`config.mk`:
```
export PLATFORM = sky130hd
export DESIGN_NAME = tda_register_bank
export DESIGN_NICKNAME = d
export VERILOG_FILES = /design/src/common/tda_pkg.sv /design/src/tda_sync.sv /design/src/tda_aux_route.sv /design/src/tda_register_bank.sv
export SDC_FILE = /design/constraint.sdc
export NUM_CORES = 1
export LEC_CHECK = 0
export ABC_AREA = 1
export BUFFER_PORTS_ARGS = -buffer_cell sky130_fd_sc_hd__buf_2
export CAP_MARGIN = 20
export CORE_UTILIZATION = 48
export DETAILED_ROUTE_END_ITERATION = 8
export MAX_ROUTING_LAYER = met4
export PLACE_DENSITY = 0.79
export SYNTH_ARGS = -nofsm -noshare
export SYNTH_HDL_FRONTEND = slang
export SYNTH_SLANG_ARGS = --single-unit
```
`constraint.sdc`:
```
create_clock -name aclk -period 1.6 [get_ports aclk]
set_clock_uncertainty 0.05 [all_clocks]
set_input_delay 0.16 -clock aclk [delete_from_list [all_inputs] [get_ports aclk]]
set_output_delay 0.16 -clock aclk [all_outputs]
set_load 0.005 [all_outputs]
```
`src/common/tda_pkg.sv`:
```
// Package for the test DAC / ADC register bank.
// Assumes a 32-bit AXI4-Lite bus with 12-bit byte addresses.
package tda_pkg;

  localparam int AXI_AW = 12;
  localparam int AXI_DW = 32;

  // Register indices; byte address is four times the index
  localparam logic [7:0] IDX_DAC_ONE  = 8'h39;
  localparam logic [7:0] IDX_DAC_TWO  = 8'h3A;
  localparam logic [7:0] IDX_ADC      = 8'h3B;
  localparam logic [7:0] IDX_PT_A     = 8'h3C;
  localparam logic [7:0] IDX_PT_B     = 8'h3D;
  localparam logic [7:0] IDX_PT_C     = 8'h3E;
  localparam logic [7:0] IDX_PT_D     = 8'h3F;
  localparam logic [7:0] IDX_ROUTE    = 8'h40;

  localparam logic [AXI_AW-1:0] ADDR_DAC_ONE = {2'h0, IDX_DAC_ONE, 2'h0};
  localparam logic [AXI_AW-1:0] ADDR_DAC_TWO = {2'h0, IDX_DAC_TWO, 2'h0};
  localparam logic [AXI_AW-1:0] ADDR_ADC     = {2'h0, IDX_ADC, 2'h0};
  localparam logic [AXI_AW-1:0] ADDR_PT_A    = {2'h0, IDX_PT_A, 2'h0};
  localparam logic [AXI_AW-1:0] ADDR_PT_B    = {2'h0, IDX_PT_B, 2'h0};
  localparam logic [AXI_AW-1:0] ADDR_PT_C    = {2'h0, IDX_PT_C, 2'h0};
  localparam logic [AXI_AW-1:0] ADDR_PT_D    = {2'h0, IDX_PT_D, 2'h0};
  localparam logic [AXI_AW-1:0] ADDR_ROUTE   = {2'h0, IDX_ROUTE, 2'h0};

  // Field layout
  localparam int DAC_W      = 6;
  localparam int ADC_W      = 4;
  localparam int SEL_W      = 4;
  localparam int ADC_I_LSB  = 4;
  localparam int ADC_Q_LSB  = 0;
  localparam int SEL_ONE_LSB = 4;
  localparam int SEL_TWO_LSB = 0;

  // Reset values
  localparam logic [7:0] RST_DAC   = 8'h00;
  localparam logic [7:0] RST_PT_A  = 8'hFF;
  localparam logic [7:0] RST_PT_B  = 8'h00;
  localparam logic [7:0] RST_PT_C  = 8'h03;
  localparam logic [7:0] RST_PT_D  = 8'h00;
  localparam logic [7:0] RST_ROUTE = 8'h00;

  // Auxiliary pin selector patterns
  localparam logic [SEL_W-1:0] SEL_TRISTATE = 4'h0;
  localparam logic [SEL_W-1:0] SEL_DAC      = 4'h1;
  localparam logic [SEL_W-1:0] SEL_HIGH     = 4'hA;
  localparam logic [SEL_W-1:0] SEL_LOW      = 4'hB;

  localparam logic [1:0] RESP_OKAY   = 2'h0;
  localparam logic [1:0] RESP_DECERR = 2'h3;

  typedef enum logic [0:0] {
    WR_COLLECT = 1'b0,
    WR_RESP    = 1'b1
  } tda_wr_state_e;

  typedef enum logic [0:0] {
    RD_IDLE = 1'b0,
    RD_DATA = 1'b1
  } tda_rd_state_e;

  // What one auxiliary pin does
  typedef struct packed {
    logic             dac_route;
    logic             drive_en;
    logic             level;
    logic [SEL_W-1:0] sel;
  } tda_aux_s;

endpackage

```
`src/tda_sync.sv`:
```
// Two-flop synchroniser for a vector of pin inputs.
// Assumes each bit settles between samples; bits are not coherent.
`timescale 1ns/1ps
module tda_sync #(
  parameter int W = 8
) (
  input  wire logic         aclk,
  input  wire logic         aresetn,
  input  wire logic [W-1:0] async_in,
  output logic      [W-1:0] sync_out
);

  logic [W-1:0] stage_one;
  logic [W-1:0] next_stage_one;
  logic [W-1:0] next_sync_out;

  always_comb begin
    next_stage_one = async_in;
    next_sync_out  = stage_one;
  end

  always_ff @(posedge aclk) begin
    if (!aresetn) begin
      stage_one <= '0;
      sync_out  <= '0;
    end else begin
      stage_one <= next_stage_one;
      sync_out  <= next_sync_out;
    end
  end

endmodule // tda_sync

```
`src/tda_aux_route.sv`:
```
// Decodes one auxiliary pin selector into pin controls.
// Assumes the selector comes from a register on the same clock.
`timescale 1ns/1ps
module tda_aux_route
  import tda_pkg::*;
(
  input  wire logic             aclk,
  input  wire logic             aresetn,
  input  wire logic [SEL_W-1:0] sel,
  output tda_aux_s              aux
);

  tda_aux_s next_aux;

  always_comb begin
    next_aux           = '0;
    next_aux.sel       = sel;
    // Test DAC current output onto the pin
    next_aux.dac_route = (sel == SEL_DAC);
    if (sel == SEL_HIGH) begin
      next_aux.drive_en = 1'b1;
      next_aux.level    = 1'b1;
    end else if (sel == SEL_LOW) begin
      next_aux.drive_en = 1'b1;
    end else if (sel != SEL_TRISTATE) begin
      // Analog or internal test signal: pin is driven by that source
      next_aux.drive_en = 1'b1;
    end
  end

  always_ff @(posedge aclk) begin
    if (!aresetn) begin
      aux <= '0;
    end else begin
      aux <= next_aux;
    end
  end

endmodule // tda_aux_route

```
`src/tda_register_bank.sv`:
```
// Test DAC / ADC register bank with production-test registers.
// Assumes an AXI4-Lite master on aclk and ADC samples from the analog
// domain, which are synchronised here.
// Unmapped byte addresses answer DECERR and change nothing.
//
// Chosen here: the AXI4-Lite interface to the registers.
`timescale 1ns/1ps
module tda_register_bank
  import tda_pkg::*;
(
  input  wire logic              aclk,
  input  wire logic              aresetn,
  // AXI4-Lite slave
  input  wire logic [AXI_AW-1:0] s_axil_awaddr,
  input  wire logic [2:0]        s_axil_awprot,
  input  wire logic              s_axil_awvalid,
  output logic                   s_axil_awready,
  input  wire logic [AXI_DW-1:0] s_axil_wdata,
  input  wire logic [3:0]        s_axil_wstrb,
  input  wire logic              s_axil_wvalid,
  output logic                   s_axil_wready,
  output logic [1:0]             s_axil_bresp,
  output logic                   s_axil_bvalid,
  input  wire logic              s_axil_bready,
  input  wire logic [AXI_AW-1:0] s_axil_araddr,
  input  wire logic [2:0]        s_axil_arprot,
  input  wire logic              s_axil_arvalid,
  output logic                   s_axil_arready,
  output logic [AXI_DW-1:0]      s_axil_rdata,
  output logic [1:0]             s_axil_rresp,
  output logic                   s_axil_rvalid,
  input  wire logic              s_axil_rready,
  // Analog side
  input  wire logic [ADC_W-1:0]  adc_i_sample,
  input  wire logic [ADC_W-1:0]  adc_q_sample,
  output logic [DAC_W-1:0]       first_dac_code,
  output logic [DAC_W-1:0]       second_dac_code,
  output tda_aux_s               first_auxiliary_pin,
  output tda_aux_s               second_auxiliary_pin
);

  // Register state
  logic [7:0]          first_dac_value_register;
  logic [7:0]          second_dac_value_register;
  logic [7:0]          analog_routing_register;
  logic [7:0]          next_first_dac;
  logic [7:0]          next_second_dac;
  logic [7:0]          next_routing;

  // Write channel state
  tda_wr_state_e       wr_state;
  tda_wr_state_e       next_wr_state;
  logic                aw_held;
  logic                next_aw_held;
  logic                w_held;
  logic                next_w_held;
  logic [AXI_AW-1:0]   wr_addr;
  logic [AXI_AW-1:0]   next_wr_addr;
  logic [7:0]          wr_byte;
  logic [7:0]          next_wr_byte;
  logic                wr_lane;
  logic                next_wr_lane;
  logic [1:0]          bresp;
  logic [1:0]          next_bresp;

  // Read channel state
  tda_rd_state_e       rd_state;
  tda_rd_state_e       next_rd_state;
  logic [AXI_DW-1:0]   rdata;
  logic [AXI_DW-1:0]   next_rdata;
  logic [1:0]          rresp;
  logic [1:0]          next_rresp;

  // Synchronised ADC samples
  logic [2*ADC_W-1:0]  adc_sync;
  logic [7:0]          adc_sample_register;

  logic                aw_fire;
  logic                w_fire;
  logic                ar_fire;

  // Protection bits and upper byte lanes carry nothing for byte registers
  logic                unused_bits;
  assign unused_bits = ^{s_axil_awprot, s_axil_arprot,
                         s_axil_wdata[AXI_DW-1:8], s_axil_wstrb[3:1]};

  // ADC samples come from another domain: two flops before use
  // Bits of one sample are not coherent; a settled sample reads clean
  tda_sync #(
    .W (2*ADC_W)
  ) u_adc_sync (
    .aclk     (aclk),
    .aresetn  (aresetn),
    .async_in ({adc_i_sample, adc_q_sample}),
    .sync_out (adc_sync)
  );

  always_comb begin
    adc_sample_register = '0;
    adc_sample_register[ADC_I_LSB +: ADC_W] =
      adc_sync[ADC_W +: ADC_W];
    adc_sample_register[ADC_Q_LSB +: ADC_W] =
      adc_sync[0 +: ADC_W];
  end

  // Handshakes
  // One write and one read may be in flight at the same time
  assign s_axil_awready = (wr_state == WR_COLLECT) && !aw_held;
  assign s_axil_wready  = (wr_state == WR_COLLECT) && !w_held;
  assign s_axil_bvalid  = (wr_state == WR_RESP);
  assign s_axil_bresp   = bresp;
  assign s_axil_arready = (rd_state == RD_IDLE);
  assign s_axil_rvalid  = (rd_state == RD_DATA);
  assign s_axil_rdata   = rdata;
  assign s_axil_rresp   = rresp;

  assign aw_fire = s_axil_awvalid && s_axil_awready;
  assign w_fire  = s_axil_wvalid && s_axil_wready;
  assign ar_fire = s_axil_arvalid && s_axil_arready;

  // Write path: address and data are taken in either order, the
  // register is updated once both are held, then the response follows.
  always_comb begin
    next_wr_state   = wr_state;
    next_aw_held    = aw_held;
    next_w_held     = w_held;
    next_wr_addr    = wr_addr;
    next_wr_byte    = wr_byte;
    next_wr_lane    = wr_lane;
    next_bresp      = bresp;
    next_first_dac  = first_dac_value_register;
    next_second_dac = second_dac_value_register;
    next_routing    = analog_routing_register;
    case (wr_state)
      WR_COLLECT: begin
        if (aw_fire) begin
          next_aw_held = 1'b1;
          next_wr_addr = s_axil_awaddr;
        end
        if (w_fire) begin
          next_w_held  = 1'b1;
          next_wr_byte = s_axil_wdata[7:0];
          next_wr_lane = s_axil_wstrb[0];
        end
        if (aw_held && w_held) begin
          next_aw_held  = 1'b0;
          next_w_held   = 1'b0;
          next_wr_state = WR_RESP;
          next_bresp    = RESP_OKAY;
          if (wr_addr == ADDR_DAC_ONE) begin
            if (wr_lane) begin
              // Upper two bits stay zero
              next_first_dac = {2'h0, wr_byte[DAC_W-1:0]};
            end
          end else if (wr_addr == ADDR_DAC_TWO) begin
            if (wr_lane) begin
              next_second_dac = {2'h0, wr_byte[DAC_W-1:0]};
            end
          end else if (wr_addr == ADDR_ROUTE) begin
            // First pin selector in bits 7..4, second in bits 3..0
            if (wr_lane) begin
              next_routing = wr_byte;
            end
          end else if (wr_addr == ADDR_ADC || wr_addr == ADDR_PT_A ||
                       wr_addr == ADDR_PT_B || wr_addr == ADDR_PT_C ||
                       wr_addr == ADDR_PT_D) begin
            // Accepted and dropped: read-only and reserved contents
            next_bresp = RESP_OKAY;
          end else begin
            // Unmapped: refused, no register changes
            next_bresp = RESP_DECERR;
          end
        end
      end
      WR_RESP: begin
        if (s_axil_bready) begin
          next_wr_state = WR_COLLECT;
        end
      end
      default: begin
        next_wr_state = WR_COLLECT;
      end
    endcase
  end

  always_ff @(posedge aclk) begin
    if (!aresetn) begin
      wr_state                  <= WR_COLLECT;
      aw_held                   <= 1'b0;
      w_held                    <= 1'b0;
      wr_addr                   <= '0;
      wr_byte                   <= '0;
      wr_lane                   <= 1'b0;
      bresp                     <= RESP_OKAY;
      // Value bits are undefined after reset; zero is chosen
      first_dac_value_register  <= RST_DAC;
      second_dac_value_register <= RST_DAC;
      analog_routing_register   <= RST_ROUTE;
    end else begin
      wr_state                  <= next_wr_state;
      aw_held                   <= next_aw_held;
      w_held                    <= next_w_held;
      wr_addr                   <= next_wr_addr;
      wr_byte                   <= next_wr_byte;
      wr_lane                   <= next_wr_lane;
      bresp                     <= next_bresp;
      first_dac_value_register  <= next_first_dac;
      second_dac_value_register <= next_second_dac;
      analog_routing_register   <= next_routing;
    end
  end

  // Read path: data is captured when the address is taken
  always_comb begin
    next_rd_state = rd_state;
    next_rdata    = rdata;
    next_rresp    = rresp;
    case (rd_state)
      RD_IDLE: begin
        if (ar_fire) begin
          next_rd_state = RD_DATA;
          next_rresp    = RESP_OKAY;
          next_rdata    = '0;
          // Production registers are fixed at their reset values
          if (s_axil_araddr == ADDR_DAC_ONE) begin
            next_rdata[7:0] = first_dac_value_register;
          end else if (s_axil_araddr == ADDR_DAC_TWO) begin
            next_rdata[7:0] = second_dac_value_register;
          end else if (s_axil_araddr == ADDR_ADC) begin
            next_rdata[7:0] = adc_sample_register;
          end else if (s_axil_araddr == ADDR_PT_A) begin
            next_rdata[7:0] = RST_PT_A;
          end else if (s_axil_araddr == ADDR_PT_B) begin
            next_rdata[7:0] = RST_PT_B;
          end else if (s_axil_araddr == ADDR_PT_C) begin
            next_rdata[7:0] = RST_PT_C;
          end else if (s_axil_araddr == ADDR_PT_D) begin
            next_rdata[7:0] = RST_PT_D;
          end else if (s_axil_araddr == ADDR_ROUTE) begin
            next_rdata[7:0] = analog_routing_register;
          end else begin
            next_rresp = RESP_DECERR;
          end
        end
      end
      RD_DATA: begin
        if (s_axil_rready) begin
          next_rd_state = RD_IDLE;
        end
      end
      default: begin
        next_rd_state = RD_IDLE;
      end
    endcase
  end

  always_ff @(posedge aclk) begin
    if (!aresetn) begin
      rd_state <= RD_IDLE;
      rdata    <= '0;
      rresp    <= RESP_OKAY;
    end else begin
      rd_state <= next_rd_state;
      rdata    <= next_rdata;
      rresp    <= next_rresp;
    end
  end

  // DAC codes straight from the value registers
  assign first_dac_code  = first_dac_value_register[DAC_W-1:0];
  assign second_dac_code = second_dac_value_register[DAC_W-1:0];

  // Auxiliary pin control, one decoder per pin
  logic [SEL_W-1:0]    aux_sel [2];
  tda_aux_s            aux_pin [2];

  assign aux_sel[0] = analog_routing_register[SEL_ONE_LSB +: SEL_W];
  assign aux_sel[1] = analog_routing_register[SEL_TWO_LSB +: SEL_W];

  for (genvar g = 0; g < 2; g++) begin : g_aux
    tda_aux_route u_aux (
      .aclk    (aclk),
      .aresetn (aresetn),
      .sel     (aux_sel[g]),
      .aux     (aux_pin[g])
    );
  end

  assign first_auxiliary_pin  = aux_pin[0];
  assign second_auxiliary_pin = aux_pin[1];

endmodule // tda_register_bank

```
# == After elaboration in Yosys (flattened, before gate mapping) ==
# Cells that the tools add are included.
# word_totals
reg_bits,87
in_bits,81
out_inout_bits,67
wordCells,112
# classes
n_eq_ne,22
n_mux,38
n_bitwise,4
reduce_logical,25
# ops
operator,count
$eq 12x8->1 const B,14
$mux 8,8
$eq 12x9->1 const B,2
$mux 2,12
$eq 4x4->1 const B,4
$mux 1,16
$reduce_and 2->1,6
$eq 4x1->1 const B,2
$reduce_bool 4->1,2
$logic_and 1x1->1,6
$reduce_and 6->1,1
$reduce_and 5->1,1
$logic_or 1x1->1,4
$not 1->1,4
$pmux 1 s2,2
$reduce_and 4->1,1
$reduce_bool 2->1,2
$logic_not 1->1,2

# == Depth between registers and ports, before layout ==
# Gate-level depths: netlist of the first run.
# depth
ltp_word,9
ltp_mapped,10
mapped_depth_nobuf,10

# == By module ==
# A second synthesis of the first run with hierarchy kept.
# unflattened
hier_cells,488
area_unflattened_um2,3662.3
# modules_own_cells
mod,n_inst,cells_each,area_each_um2,seq_area_each_um2
tda_register_bank,1,390,2762.6,1101.1
tda_sync,1,50,484.2,320.3
tda_aux_route,2,24,207.7,140.1

# == Worst setup path before layout of the first run ==
# No wires, ideal clock.
# synth_timing
kind,reg-to-reg
startpoint,register wr_addr[10]
endpoint,register analog_routing_register[7]
setup_ps,117
t_arrival_ps,1143
t_required_ps,1433
path_slack_ps,289
path_stages_with_launch,8
path_buffers,1
synth_period_minus_slack_ps,1311
cell_sequence,dfxtp_1 nor2_2 inv_1 nor3_1 nand4_2 buf_6 o21ai_1 a21oi_1
# synth_between
elab_chain_cells,3
elab_cells_between_ends,6
classes_between,eq/ne (3); bitwise (2); reduce/logical (1)
# synth_rtl
element,line_no,source
from (decl),tda_register_bank.sv:57,logic [AXI_AW-1:0] wr_addr;
from (signal assigned),tda_register_bank.sv:203,wr_addr <= next_wr_addr;
$eq 12x8->1 (on tied branches),"tda_register_bank.sv:155, tda_register_bank.sv:150",
$not 1->1 (no line),n/a,
$reduce_and 6->1 (no line) (*),n/a,
to (signal assigned),tda_register_bank.sv:209,analog_routing_register <= next_routing;
to (decl),tda_register_bank.sv:45,logic [7:0] analog_routing_register;
# Mark *: on every way between the ends. The rest lies on a longest branch, timed or not.
# A chain may end at the register's enable or synchronous reset.

# == Worst setup path after layout of the first run ==
# layout_timing
startpoint,register wr_addr[0]
endpoint,register analog_routing_register[6]
# Same word-level chain as after synthesis.

==> tab_implementation.tex, run 1 <==
\begin{tabular}{lr}
\hline
Metric & Value \\
\hline
\multicolumn{2}{l}{\textbf{Status}} \\
\quad Run status & finished clean \\
\multicolumn{2}{l}{\textbf{Synth}} \\
\quad Number of warnings issued by yosys & 0 \\
\quad Cell count after synthesis & 499 \\
\quad Portion of the post-synthesis area used by sequential elements & roughly 46\% \\
\quad Prevailing post-synth register cell & sky130\_fd\_sc\_hd\_\_dfxtp\_1 \\
\quad Post-synthesis sequential element count & between 80 and 90 \\
\quad Post-synthesis instance area & 3730 sq um \\
\quad Number of enable-type register cells in the synthesized netlist & 0 \\
\quad Post-Synthesis Mean Instance Area & 7.47 sq um \\
\quad Number of distinct standard cells referenced by the synthesized netlist & 34 \\
\quad Async S/R FF share, synth & 0\% \\
\multicolumn{2}{l}{\textbf{Routing}} \\
\quad Antenna Violating Nets Remaining & 0 \\
\quad Routed len/inst & 12.4 um \\
\quad Number of remaining DRC errors & 0 \\
\quad Initial drt markers & between 150 and 200 \\
\quad Number of vias per cell after detailed routing & 4.76 \\
\quad 1st-pass router iterations & 4 \\
\quad DR vias & 3416 \\
\quad Total detailed-routing wirelength & approximately 8.9 mm \\
\multicolumn{2}{l}{\textbf{Timing}} \\
\quad Final-layout setup total negative slack & 0 ps \\
\quad Final worst slack & 106 ps \\
\quad Achievable Freq & 669 MHz \\
\quad Fin crit share & between 90\% and 100\% \\
\quad Setup violations, final & 0 \\
\quad Min cycle time layout & 1490 ps \\
\quad Final Hold Fails & 0 \\
\quad Pins Over Slew Limit & 0 \\
\quad Setup repair after global routing missed its margin & no \\
\multicolumn{2}{l}{\textbf{Clocking}} \\
\quad Clock slew at reported path FFs & 100 ps \\
\quad TritonCTS buffer count & 9 \\
\quad Sink Count & 85 \\
\quad TritonCTS clock tree & built \\
\quad Bufs on Longest Clock Path & 2 \\
\quad Clock latency of the later-clocked register in the worst-skew pair & about 370 ps \\
\quad Clock Root Buffer & sky130\_fd\_sc\_hd\_\_clkbuf\_8 \\
\quad Total number of H-tree levels & 3 \\
\multicolumn{2}{l}{\textbf{Floorplan}} \\
\quad Starting density of the core & 50.6\% \\
\quad Width of the chip & 90.1 um \\
\quad Number of I/O pins & 148 \\
\quad Die height & $\sim$90 um \\
\quad CORE AREA & 7370 sq um \\
\quad DIE AREA & 8120 sq um \\
\quad Standard-cell rows & 31 \\
\multicolumn{2}{l}{\textbf{Power}} \\
\quad Int Pwr & 0.00308 W \\
\quad Fraction of power consumed by combinational cells & 11.8\% \\
\quad Flop pwr share & 53.3\% \\
\quad Part of the total power dissipated in the clock network & 34.9\% \\
\quad Leak & 2.26 nW \\
\quad Total power divided by cell area & 919 nW/um\^{}2 \\
\quad Highest ir drop seen on vdd & $\sim$0.00056 V \\
\quad Power spent charging and discharging nets & 0.00118 W \\
\quad Switching part of the total & between 20\% and 30\% \\
\multicolumn{2}{l}{\textbf{Final layout}} \\
\quad Final cell area excluding filler cells & $\sim$4600 sq um \\
\quad Layout fillers & 660 \\
\quad Number of nets in the final layout & 694 \\
\quad Layout cells sized above 1 & 25.2\% \\
\quad Final instance count without filler cells & 717 \\
\quad Count of inserted antenna diode cells & 0 \\
\quad Area growth from synthesis to final layout & 24.5\% \\
\multicolumn{2}{l}{\textbf{Critical path}} \\
\quad Critical path start-end classification & flop to flop \\
\quad Crit path launch type & flop \\
\quad Endpoint of the lowest-slack register-to-register path & analog\_routing\_register[6]\$\_SDFFE\_PN0P\_ \\
\quad Depth of the worst register-to-register path & 7 \\
\quad Critical path endpoint category & flop \\
\quad Worst flop-to-flop path startpoint & wr\_addr[0]\$\_SDFFE\_PN0P\_ \\
\quad CP required & 1810 ps \\
\quad Largest driver fanout on the critical path & 5 \\
\quad Data arrival time of the worst path & between 1500 and 2000 ps \\
\quad Reg2reg setup slack & 110 ps \\
\multicolumn{2}{l}{\textbf{Placement}} \\
\quad GPL Wtd Cong & between 0.9 and 1 \\
\quad Count of buffers inserted at the top-level ports & 90 \\
\quad Pre-CTS worst setup slack & roughly 110 ps \\
\quad Number of cells in the design after placement & 678 \\
\quad Detailed placer's ending HPWL & 6.21 mm \\
\quad Area post-placement & 4190 sq um \\
\multicolumn{2}{l}{\textbf{GRT}} \\
\quad First-pass GRT wire length & 14.8 mm \\
\quad Global-route total usage across every layer & 23.5\% \\
\quad Largest net degree at the start of global routing & 51 \\
\quad Grt total ovfl & 0 \\
\quad Initial antenna violation count & 0 \\
\quad Via count of the first global-routing pass & 3289 \\
\multicolumn{2}{l}{\textbf{Min path}} \\
\quad Worst Hold Path EP & wr\_byte[6]\$\_SDFFE\_PN0P\_ \\
\quad Worst Hold Path Cells & 3 \\
\quad Start point of the worst min-delay path & s\_axil\_wdata[6] \\
\quad Hold/Removal Path Class & primary input to flop \\
\multicolumn{2}{l}{\textbf{Run}} \\
\quad Max\_cap viols & 0 \\
\hline
\end{tabular}
==> cell usage after synthesis, types with 3 or more instances <==
master	number	area share [%]
sky130_fd_sc_hd__nor2_2	4	0.67
sky130_fd_sc_hd__o21ai_1	14	1.9
sky130_fd_sc_hd__a21oi_1	30	4.0
sky130_fd_sc_hd__nand2_2	3	0.50
sky130_fd_sc_hd__clkinv_1	3	0.30
sky130_fd_sc_hd__nor3_1	8	1.1
sky130_fd_sc_hd__nand3_1	24	3.2
sky130_fd_sc_hd__nor4_1	5	0.84
sky130_fd_sc_hd__inv_1	71	7.2
sky130_fd_sc_hd__nor3_2	4	1.1
sky130_fd_sc_hd__a21oi_2	5	1.2
sky130_fd_sc_hd__nand3_2	3	0.81
sky130_fd_sc_hd__buf_2	4	0.54
sky130_fd_sc_hd__dfxtp_1	85	46
sky130_fd_sc_hd__buf_4	27	5.4
sky130_fd_sc_hd__o21ai_0	38	5.1
sky130_fd_sc_hd__clkbuf_1	9	0.91
sky130_fd_sc_hd__nor2_1	60	6.0
sky130_fd_sc_hd__inv_2	7	0.71
sky130_fd_sc_hd__nand2_1	73	7.4
sky130_fd_sc_hd__nor2_4	5	1.5
==> layer usage <==
| metal | global-route usage [%] | routed length, um | vias to the layer above |
|---|---|---|---|
| met5 | - | 0 | - |
| met4 | 11.6 | 280 | 0 |
| met3 | 4.74 | 455 | 30 |
| met2 | 35.9 | 3900 | 115 |
| met1 | 29.7 | 4230 | 1511 |
| li1 | - | - | 1760 |
==> registers in the layout (all words and copies together) (netlist names), 6 cells and up <==
name                       cells
analog_routing_register        8
first_dac_value_register       6
g_aux.u_aux.aux               14
s_axil_rdata                   8
second_dac_value_register      6
u_adc_sync.next_sync_out       8
u_adc_sync.sync_out            8
wr_addr                       12
wr_byte                        8
==> worst max-delay path: stages, from the launching register on <==
cell and delay [ps]:
sky130_fd_sc_hd__dfxtp_1 320, sky130_fd_sc_hd__nor2_1 200, sky130_fd_sc_hd__inv_2 90, sky130_fd_sc_hd__nor3_2 190, sky130_fd_sc_hd__nand4_1 120, sky130_fd_sc_hd__buf_4 180
sky130_fd_sc_hd__o21ai_0 150, sky130_fd_sc_hd__a21oi_1 60
==> power by group through the flow <==
stage | combinational [W] | sequential (W) | clock (W)
floorplan | 0.000326 | 0.00230 | 0
global placement | 0.000424 | 0.00232 | 0
detailed placement | 0.000437 | 0.00232 | 0
CTS | 0.000477 | 0.00227 | 0.00149
global route | 0.000567 | 0.00229 | 0.00161
finish | 0.000502 | 0.00227 | 0.00149
==> final cells by class <==
| class | count | area (sq um) | area share [%] |
|---|---|---|---|
| Multi-Input combinational cell | 316 | 1560 | 33.7 |
| Clock inverter | 5 | 43.8 | 0.943 |
| Tap cell | 99 | 124 | 2.67 |
| Inverter | 81 | 308 | 6.63 |
| Sequential cell | 85 | 1700 | 36.7 |
| Timing Repair Buffer | 120 | 751 | 16.2 |
| Clock buffer | 11 | 151 | 3.26 |
==> cells by family after synthesis <==
family	after synthesis	share of synthesized area, %
compound gates	93	13.6
buf+inv	122	15.3
flops	85	45.7
other cells	1	0.101
simple gates	198	25.3
==> worst max-delay path by stage <==
stage                        startpoint                                         to  slack (ps)  cells past startpoint
3_3_place_gp    wr_addr[8]$_SDFFE_PN0P_    analog_routing_register[3]$_SDFFE_PN0P_         140                      5
2_1_floorplan  wr_addr[10]$_SDFFE_PN0P_    analog_routing_register[7]$_SDFFE_PN0P_         290                      7
4_1_cts         wr_addr[6]$_SDFFE_PN0P_    analog_routing_register[1]$_SDFFE_PN0P_          80                      4
5_1_grt             w_held$_SDFFE_PN0P_  second_dac_value_register[0]$_SDFFE_PN0P_         0.7                      8
6_report        wr_addr[0]$_SDFFE_PN0P_    analog_routing_register[6]$_SDFFE_PN0P_         110                      7
3_5_place_dp    wr_addr[6]$_SDFFE_PN0P_    analog_routing_register[1]$_SDFFE_PN0P_         110                      4
==> stage by stage <==
step | total power [W] | hold slack [ps] | utilization, %
2_1_floorplan | 0.00263 | 208 | -
3_3_place_gp | 0.00274 | 293 | 56.9
3_5_place_dp | 0.00276 | 294 | 56.9
4_1_cts | 0.00424 | 4.40 | 62.3
5_1_grt | 0.00447 | 23.9 | 63.0
6_report | 0.00427 | 7.47 | 63.0
==> cells in the final DEF (no fill, tap or decap), drive strengths merged, types with 2 or more instances in the layout <==
master	synthesis	routed
buf	32	100
dfxtp	85	85
inv	78	78
nand2	76	76
nor2	69	69
o21ai	53	53
a21oi	35	35
nand3	27	27
conb	1	24
dlygate4sd3	0	20
nor3	13	13
clkbuf	9	11
clkinv	3	7
nor4	5	5
nand4	4	5
a41oi	2	2
nand3b	2	2
o211ai	2	2
==> timing repair <==
item                                   CTS  global route
hold buffers                            20             0
gates resized for setup                  0             5
endpoints found under the hold margin   20             0
buffers inserted                         0             2
setup endpoints to repair                0            16
(Power assumes the default switching activity.)
==> inputs of run 2 (changes only) <==
--- a/config.mk
+++ b/config.mk
@@ -12,6 +12,7 @@
 export DETAILED_ROUTE_END_ITERATION = 8
 export MAX_ROUTING_LAYER = met4
 export PLACE_DENSITY = 0.79
+export REMOVE_ABC_BUFFERS = 1
 export SYNTH_ARGS = -nofsm -noshare
 export SYNTH_HDL_FRONTEND = slang
 export SYNTH_SLANG_ARGS = --single-unit
==> tab_implementation.tex, run 2 (same netlist as run 1, synthesis figures left out) <==
\begin{tabular}{lr}
\hline
Metric & Value \\
\hline
\multicolumn{2}{l}{\textbf{Final layout}} \\
\quad Most common cell after layout, fill and taps aside & sky130\_fd\_sc\_hd\_\_buf\_2 (unchanged) \\
\quad Register ranked first by flip-flop count & g\_aux.u\_aux.aux (unchanged) \\
\quad Count of inserted antenna diode cells & 0 (unchanged) \\
\quad Layout fillers & 714 (was 660) \\
\quad Number of nets in the final layout & 685 (was 694) \\
\quad Most frequent cells in the layout & sky130\_fd\_sc\_hd\_\_buf\_2, sky130\_fd\_sc\_hd\_\_dfxtp\_1, sky130\_fd\_sc\_hd\_\_nand2\_1 (unchanged) \\
\quad Largest registers & g\_aux.u\_aux.aux x14, wr\_addr x12 (unchanged) \\
\quad Register Area & 1700 sq um (unchanged) \\
\quad Final cell utilization of the core & 61.3\% (was 63.0\%) \\
\quad Area used by multi-input combinational logic & 1560 sq um (unchanged) \\
\quad Flip-flop count of the largest register after layout & 14 (unchanged) \\
\quad Layout cells sized above 1 & 25.6\% (was 25.2\%) \\
\quad Area growth from synthesis to final layout & 21.3\% (was 24.5\%) \\
\multicolumn{2}{l}{\textbf{GRT}} \\
\quad First-pass GRT wire length & 13.8 mm (was 14.8 mm) \\
\quad Largest net degree at the start of global routing & 27 (was 51) \\
\quad Grt total ovfl & 0 (unchanged) \\
\quad Global-route total usage across every layer & 21.7\% (was 23.5\%) \\
\quad Via count of the first global-routing pass & 3099 (was 3289) \\
\quad Initial antenna violation count & 0 (unchanged) \\
\multicolumn{2}{l}{\textbf{Placement}} \\
\quad Pre-CTS worst setup slack & 118 ps (was 114 ps) \\
\quad GPL Wtd Cong & 0.870 (was 0.903) \\
\quad Count of buffers inserted at the top-level ports & 90 (unchanged) \\
\quad Detailed placer's ending HPWL & 6.06 mm (was 6.21 mm) \\
\multicolumn{2}{l}{\textbf{Critical path}} \\
\quad Critical-path top delay cell & sky130\_fd\_sc\_hd\_\_dfxtp\_1 (unchanged) \\
\quad Critical path endpoint category & flop (unchanged) \\
\quad Critical path's largest stage delay & 320 ps (about the same) \\
\quad Gate family responsible for the most delay along the worst path & simple AND/OR/NAND/NOR gates (unchanged) \\
\quad Depth of the worst register-to-register path & 6 (was 7) \\
\quad CP required & 1790 ps (was 1810 ps) \\
\quad Number of buffers and inverters on the critical path & 1 (was 2) \\
\quad Worst flop-to-flop path startpoint & wr\_addr[0]\$\_SDFFE\_PN0P\_ (unchanged) \\
\quad Critical path start-end classification & flop to flop (unchanged) \\
\quad Endpoint of the lowest-slack register-to-register path & analog\_routing\_register[7]\$\_SDFFE\_PN0P\_ (was analog\_routing\_register[6]\$\_SDFFE\_PN0P\_) \\
\quad Reg2reg setup slack & 110 ps (about the same) \\
\quad Data arrival time of the worst path & 1680 ps (was 1710 ps) \\
\quad Largest driver fanout on the critical path & 5 (unchanged) \\
\quad Crit path launch type & flop (unchanged) \\
\quad Cell chain of the critical path & nor2\_1 -> inv\_2 -> nor3\_2 -> nand4\_1 -> o21ai\_1 -> a21oi\_1 (was nor2\_1 -> inv\_2 -> nor3\_2 -> nand4\_1 -> buf\_4 -> o21ai\_0 -> a21oi\_1) \\
\multicolumn{2}{l}{\textbf{Routing}} \\
\quad Initial drt markers & 129 (was 176) \\
\quad Total detailed-routing wirelength & 8.24 mm (was 8.86 mm) \\
\quad DR vias & 3359 (was 3416) \\
\quad 1st-pass router iterations & 4 (unchanged) \\
\quad Routed len/inst & 11.6 um (was 12.4 um) \\
\quad Antenna Violating Nets Remaining & 0 (unchanged) \\
\quad Number of vias per cell after detailed routing & 4.74 (was 4.76) \\
\quad Number of remaining DRC errors & 0 (unchanged) \\
\multicolumn{2}{l}{\textbf{Timing}} \\
\quad Pins Over Slew Limit & 0 (unchanged) \\
\quad Final worst slack & 111 ps (was 106 ps) \\
\quad Final-layout setup total negative slack & 0 ps (unchanged) \\
\quad Max-Slew Margin vs Limit & 66.0\% \\
\quad Min cycle time layout & 1490 ps (about the same) \\
\quad Fin crit share & 93.1\% (was 93.4\%) \\
\quad Setup violations, final & 0 (unchanged) \\
\quad Final Hold Fails & 0 (unchanged) \\
\quad Tightest Pin Transition & 510 ps \\
\quad Achievable Freq & 671 MHz (was 669 MHz) \\
\multicolumn{2}{l}{\textbf{Floorplan}} \\
\quad Standard-cell rows & 31 (unchanged) \\
\quad CORE AREA & 7370 sq um (unchanged) \\
\quad Width of the chip & 90.1 um (unchanged) \\
\quad Starting density of the core & 50.6\% (unchanged) \\
\quad DIE AREA & 8120 sq um (unchanged) \\
\quad Die height & 90.1 um (unchanged) \\
\quad Number of I/O pins & 148 (unchanged) \\
\multicolumn{2}{l}{\textbf{Min path}} \\
\quad Start point of the worst min-delay path & s\_axil\_awaddr[7] (was s\_axil\_wdata[6]) \\
\quad Worst Hold Path Cells & 3 (unchanged) \\
\quad Hold/Removal Path Class & primary input to flop (unchanged) \\
\quad Worst Hold Path EP & wr\_addr[7]\$\_SDFFE\_PN0P\_ (was wr\_byte[6]\$\_SDFFE\_PN0P\_) \\
\multicolumn{2}{l}{\textbf{Power}} \\
\quad Leak & 2.22 nW (was 2.26 nW) \\
\quad Highest ir drop seen on vdd & 0.000508 V (was 0.000565 V) \\
\quad Total power divided by cell area & 928 nW/um\^{}2 (was 919 nW/um\^{}2) \\
\quad Power Total & 0.00420 W (was 0.00427 W) \\
\multicolumn{2}{l}{\textbf{Clocking}} \\
\quad Clock Root Buffer & sky130\_fd\_sc\_hd\_\_clkbuf\_8 (unchanged) \\
\quad Bufs on Longest Clock Path & 2 (unchanged) \\
\quad TritonCTS clock tree & built (unchanged) \\
\quad Clock slew at reported path FFs & 80 ps (was 100 ps) \\
\quad Total number of H-tree levels & 3 (unchanged) \\
\quad Clock latency of the later-clocked register in the worst-skew pair & 350 ps (was 370 ps) \\
\quad Sink Count & 85 (unchanged) \\
\quad TritonCTS buffer count & 9 (unchanged) \\
\multicolumn{2}{l}{\textbf{Run}} \\
\quad Max\_cap viols & 0 (unchanged) \\
\multicolumn{2}{l}{\textbf{Status}} \\
\quad Run status & finished clean (unchanged) \\
\hline
\end{tabular}
==> run 2: cell types whose count changed in the layout (fill, tap and decap cells not counted) <==
| cell | before | now |
|---|---|---|
| sky130_fd_sc_hd__inv_1 | 70 | 71 |
| sky130_fd_sc_hd__o21ai_1 | 15 | 16 |
| sky130_fd_sc_hd__o21ai_0 | 37 | 36 |
| sky130_fd_sc_hd__dlygate4sd3_1 | 20 | 10 |
| sky130_fd_sc_hd__buf_12 | 2 | 0 |
| sky130_fd_sc_hd__buf_4 | 8 | 11 |
| sky130_fd_sc_hd__clkinv_4 | 4 | 1 |
| sky130_fd_sc_hd__clkbuf_8 | 11 | 12 |
| sky130_fd_sc_hd__clkinv_2 | 0 | 1 |
==> run 2: where the power goes <==
group | total (W) | internal, W | switching, W | leakage, nW
clock network | 0.00145 | 0.000697 | 0.000757 | 0.0990
logic | 0.000469 | 0.000190 | 0.000278 | 1.42
registers | 0.00227 | 0.00220 | 0.0000687 | 0.695
total | 0.00420 | 0.00309 | 0.00110 | 2.22
==> run 2: metrics by stage <==
stage	cells	hold slack, ps	cell area, sq um
final	708	8.54	4520
after global routing	708	7.76	4520
after CTS	706	1.03	4490
after detailed placement	680	294	4200
after global placement	680	289	4200
after floorplan	481	203	3550
==> run 2: worst max-delay path by stage <==
stage                                   startpoint                                       to  slack (ps)  cells after the start
after floorplan           wr_addr[10]$_SDFFE_PN0P_  analog_routing_register[0]$_SDFFE_PN0P_         210                      6
after global placement     wr_addr[8]$_SDFFE_PN0P_  analog_routing_register[7]$_SDFFE_PN0P_         160                      5
after detailed placement  wr_addr[10]$_SDFFE_PN0P_  analog_routing_register[5]$_SDFFE_PN0P_         120                      6
after CTS                 wr_addr[10]$_SDFFE_PN0P_  analog_routing_register[5]$_SDFFE_PN0P_          90                      6
after global routing      wr_addr[10]$_SDFFE_PN0P_  analog_routing_register[6]$_SDFFE_PN0P_         -40                      6
final                      wr_addr[0]$_SDFFE_PN0P_  analog_routing_register[7]$_SDFFE_PN0P_         110                      6
==> run 2: cell type report <==
class,instances,share of cell area (%)
Clock buffer,12,3.65
Tap cell,99,2.74
Inverter,81,6.73
Clock inverter,4,0.664
Timing Repair Buffer,111,14.0
Multi-Input combinational cell,316,34.6
Sequential cell,85,37.6
==> run 2: worst register-to-register path, cell delays in order (launching register included) <==
cell	delay, ps
sky130_fd_sc_hd__dfxtp_1	320
sky130_fd_sc_hd__nor2_1	170
sky130_fd_sc_hd__inv_2	90
sky130_fd_sc_hd__nor3_2	200
sky130_fd_sc_hd__nand4_1	260
sky130_fd_sc_hd__o21ai_1	230
sky130_fd_sc_hd__a21oi_1	60
==> run 2: repair_timing <==
item                                    4_1_cts  5_1_grt
setup buffers                                 0        1
gates resized for setup                       0        5
hold buffers                                 10        0
endpoints found under the setup margin        0       10
hold endpoints to repair                     10        0
==> run 2: metal layers <==
layer  global-route usage, %  wire length, um  vias to the layer above
met4                    9.54              198                        0
met3                    3.38              479                       21
met2                    35.0             3710                      110
met1                    26.8             3850                     1484
li1                        -                -                     1744
met5                       -                0                        -
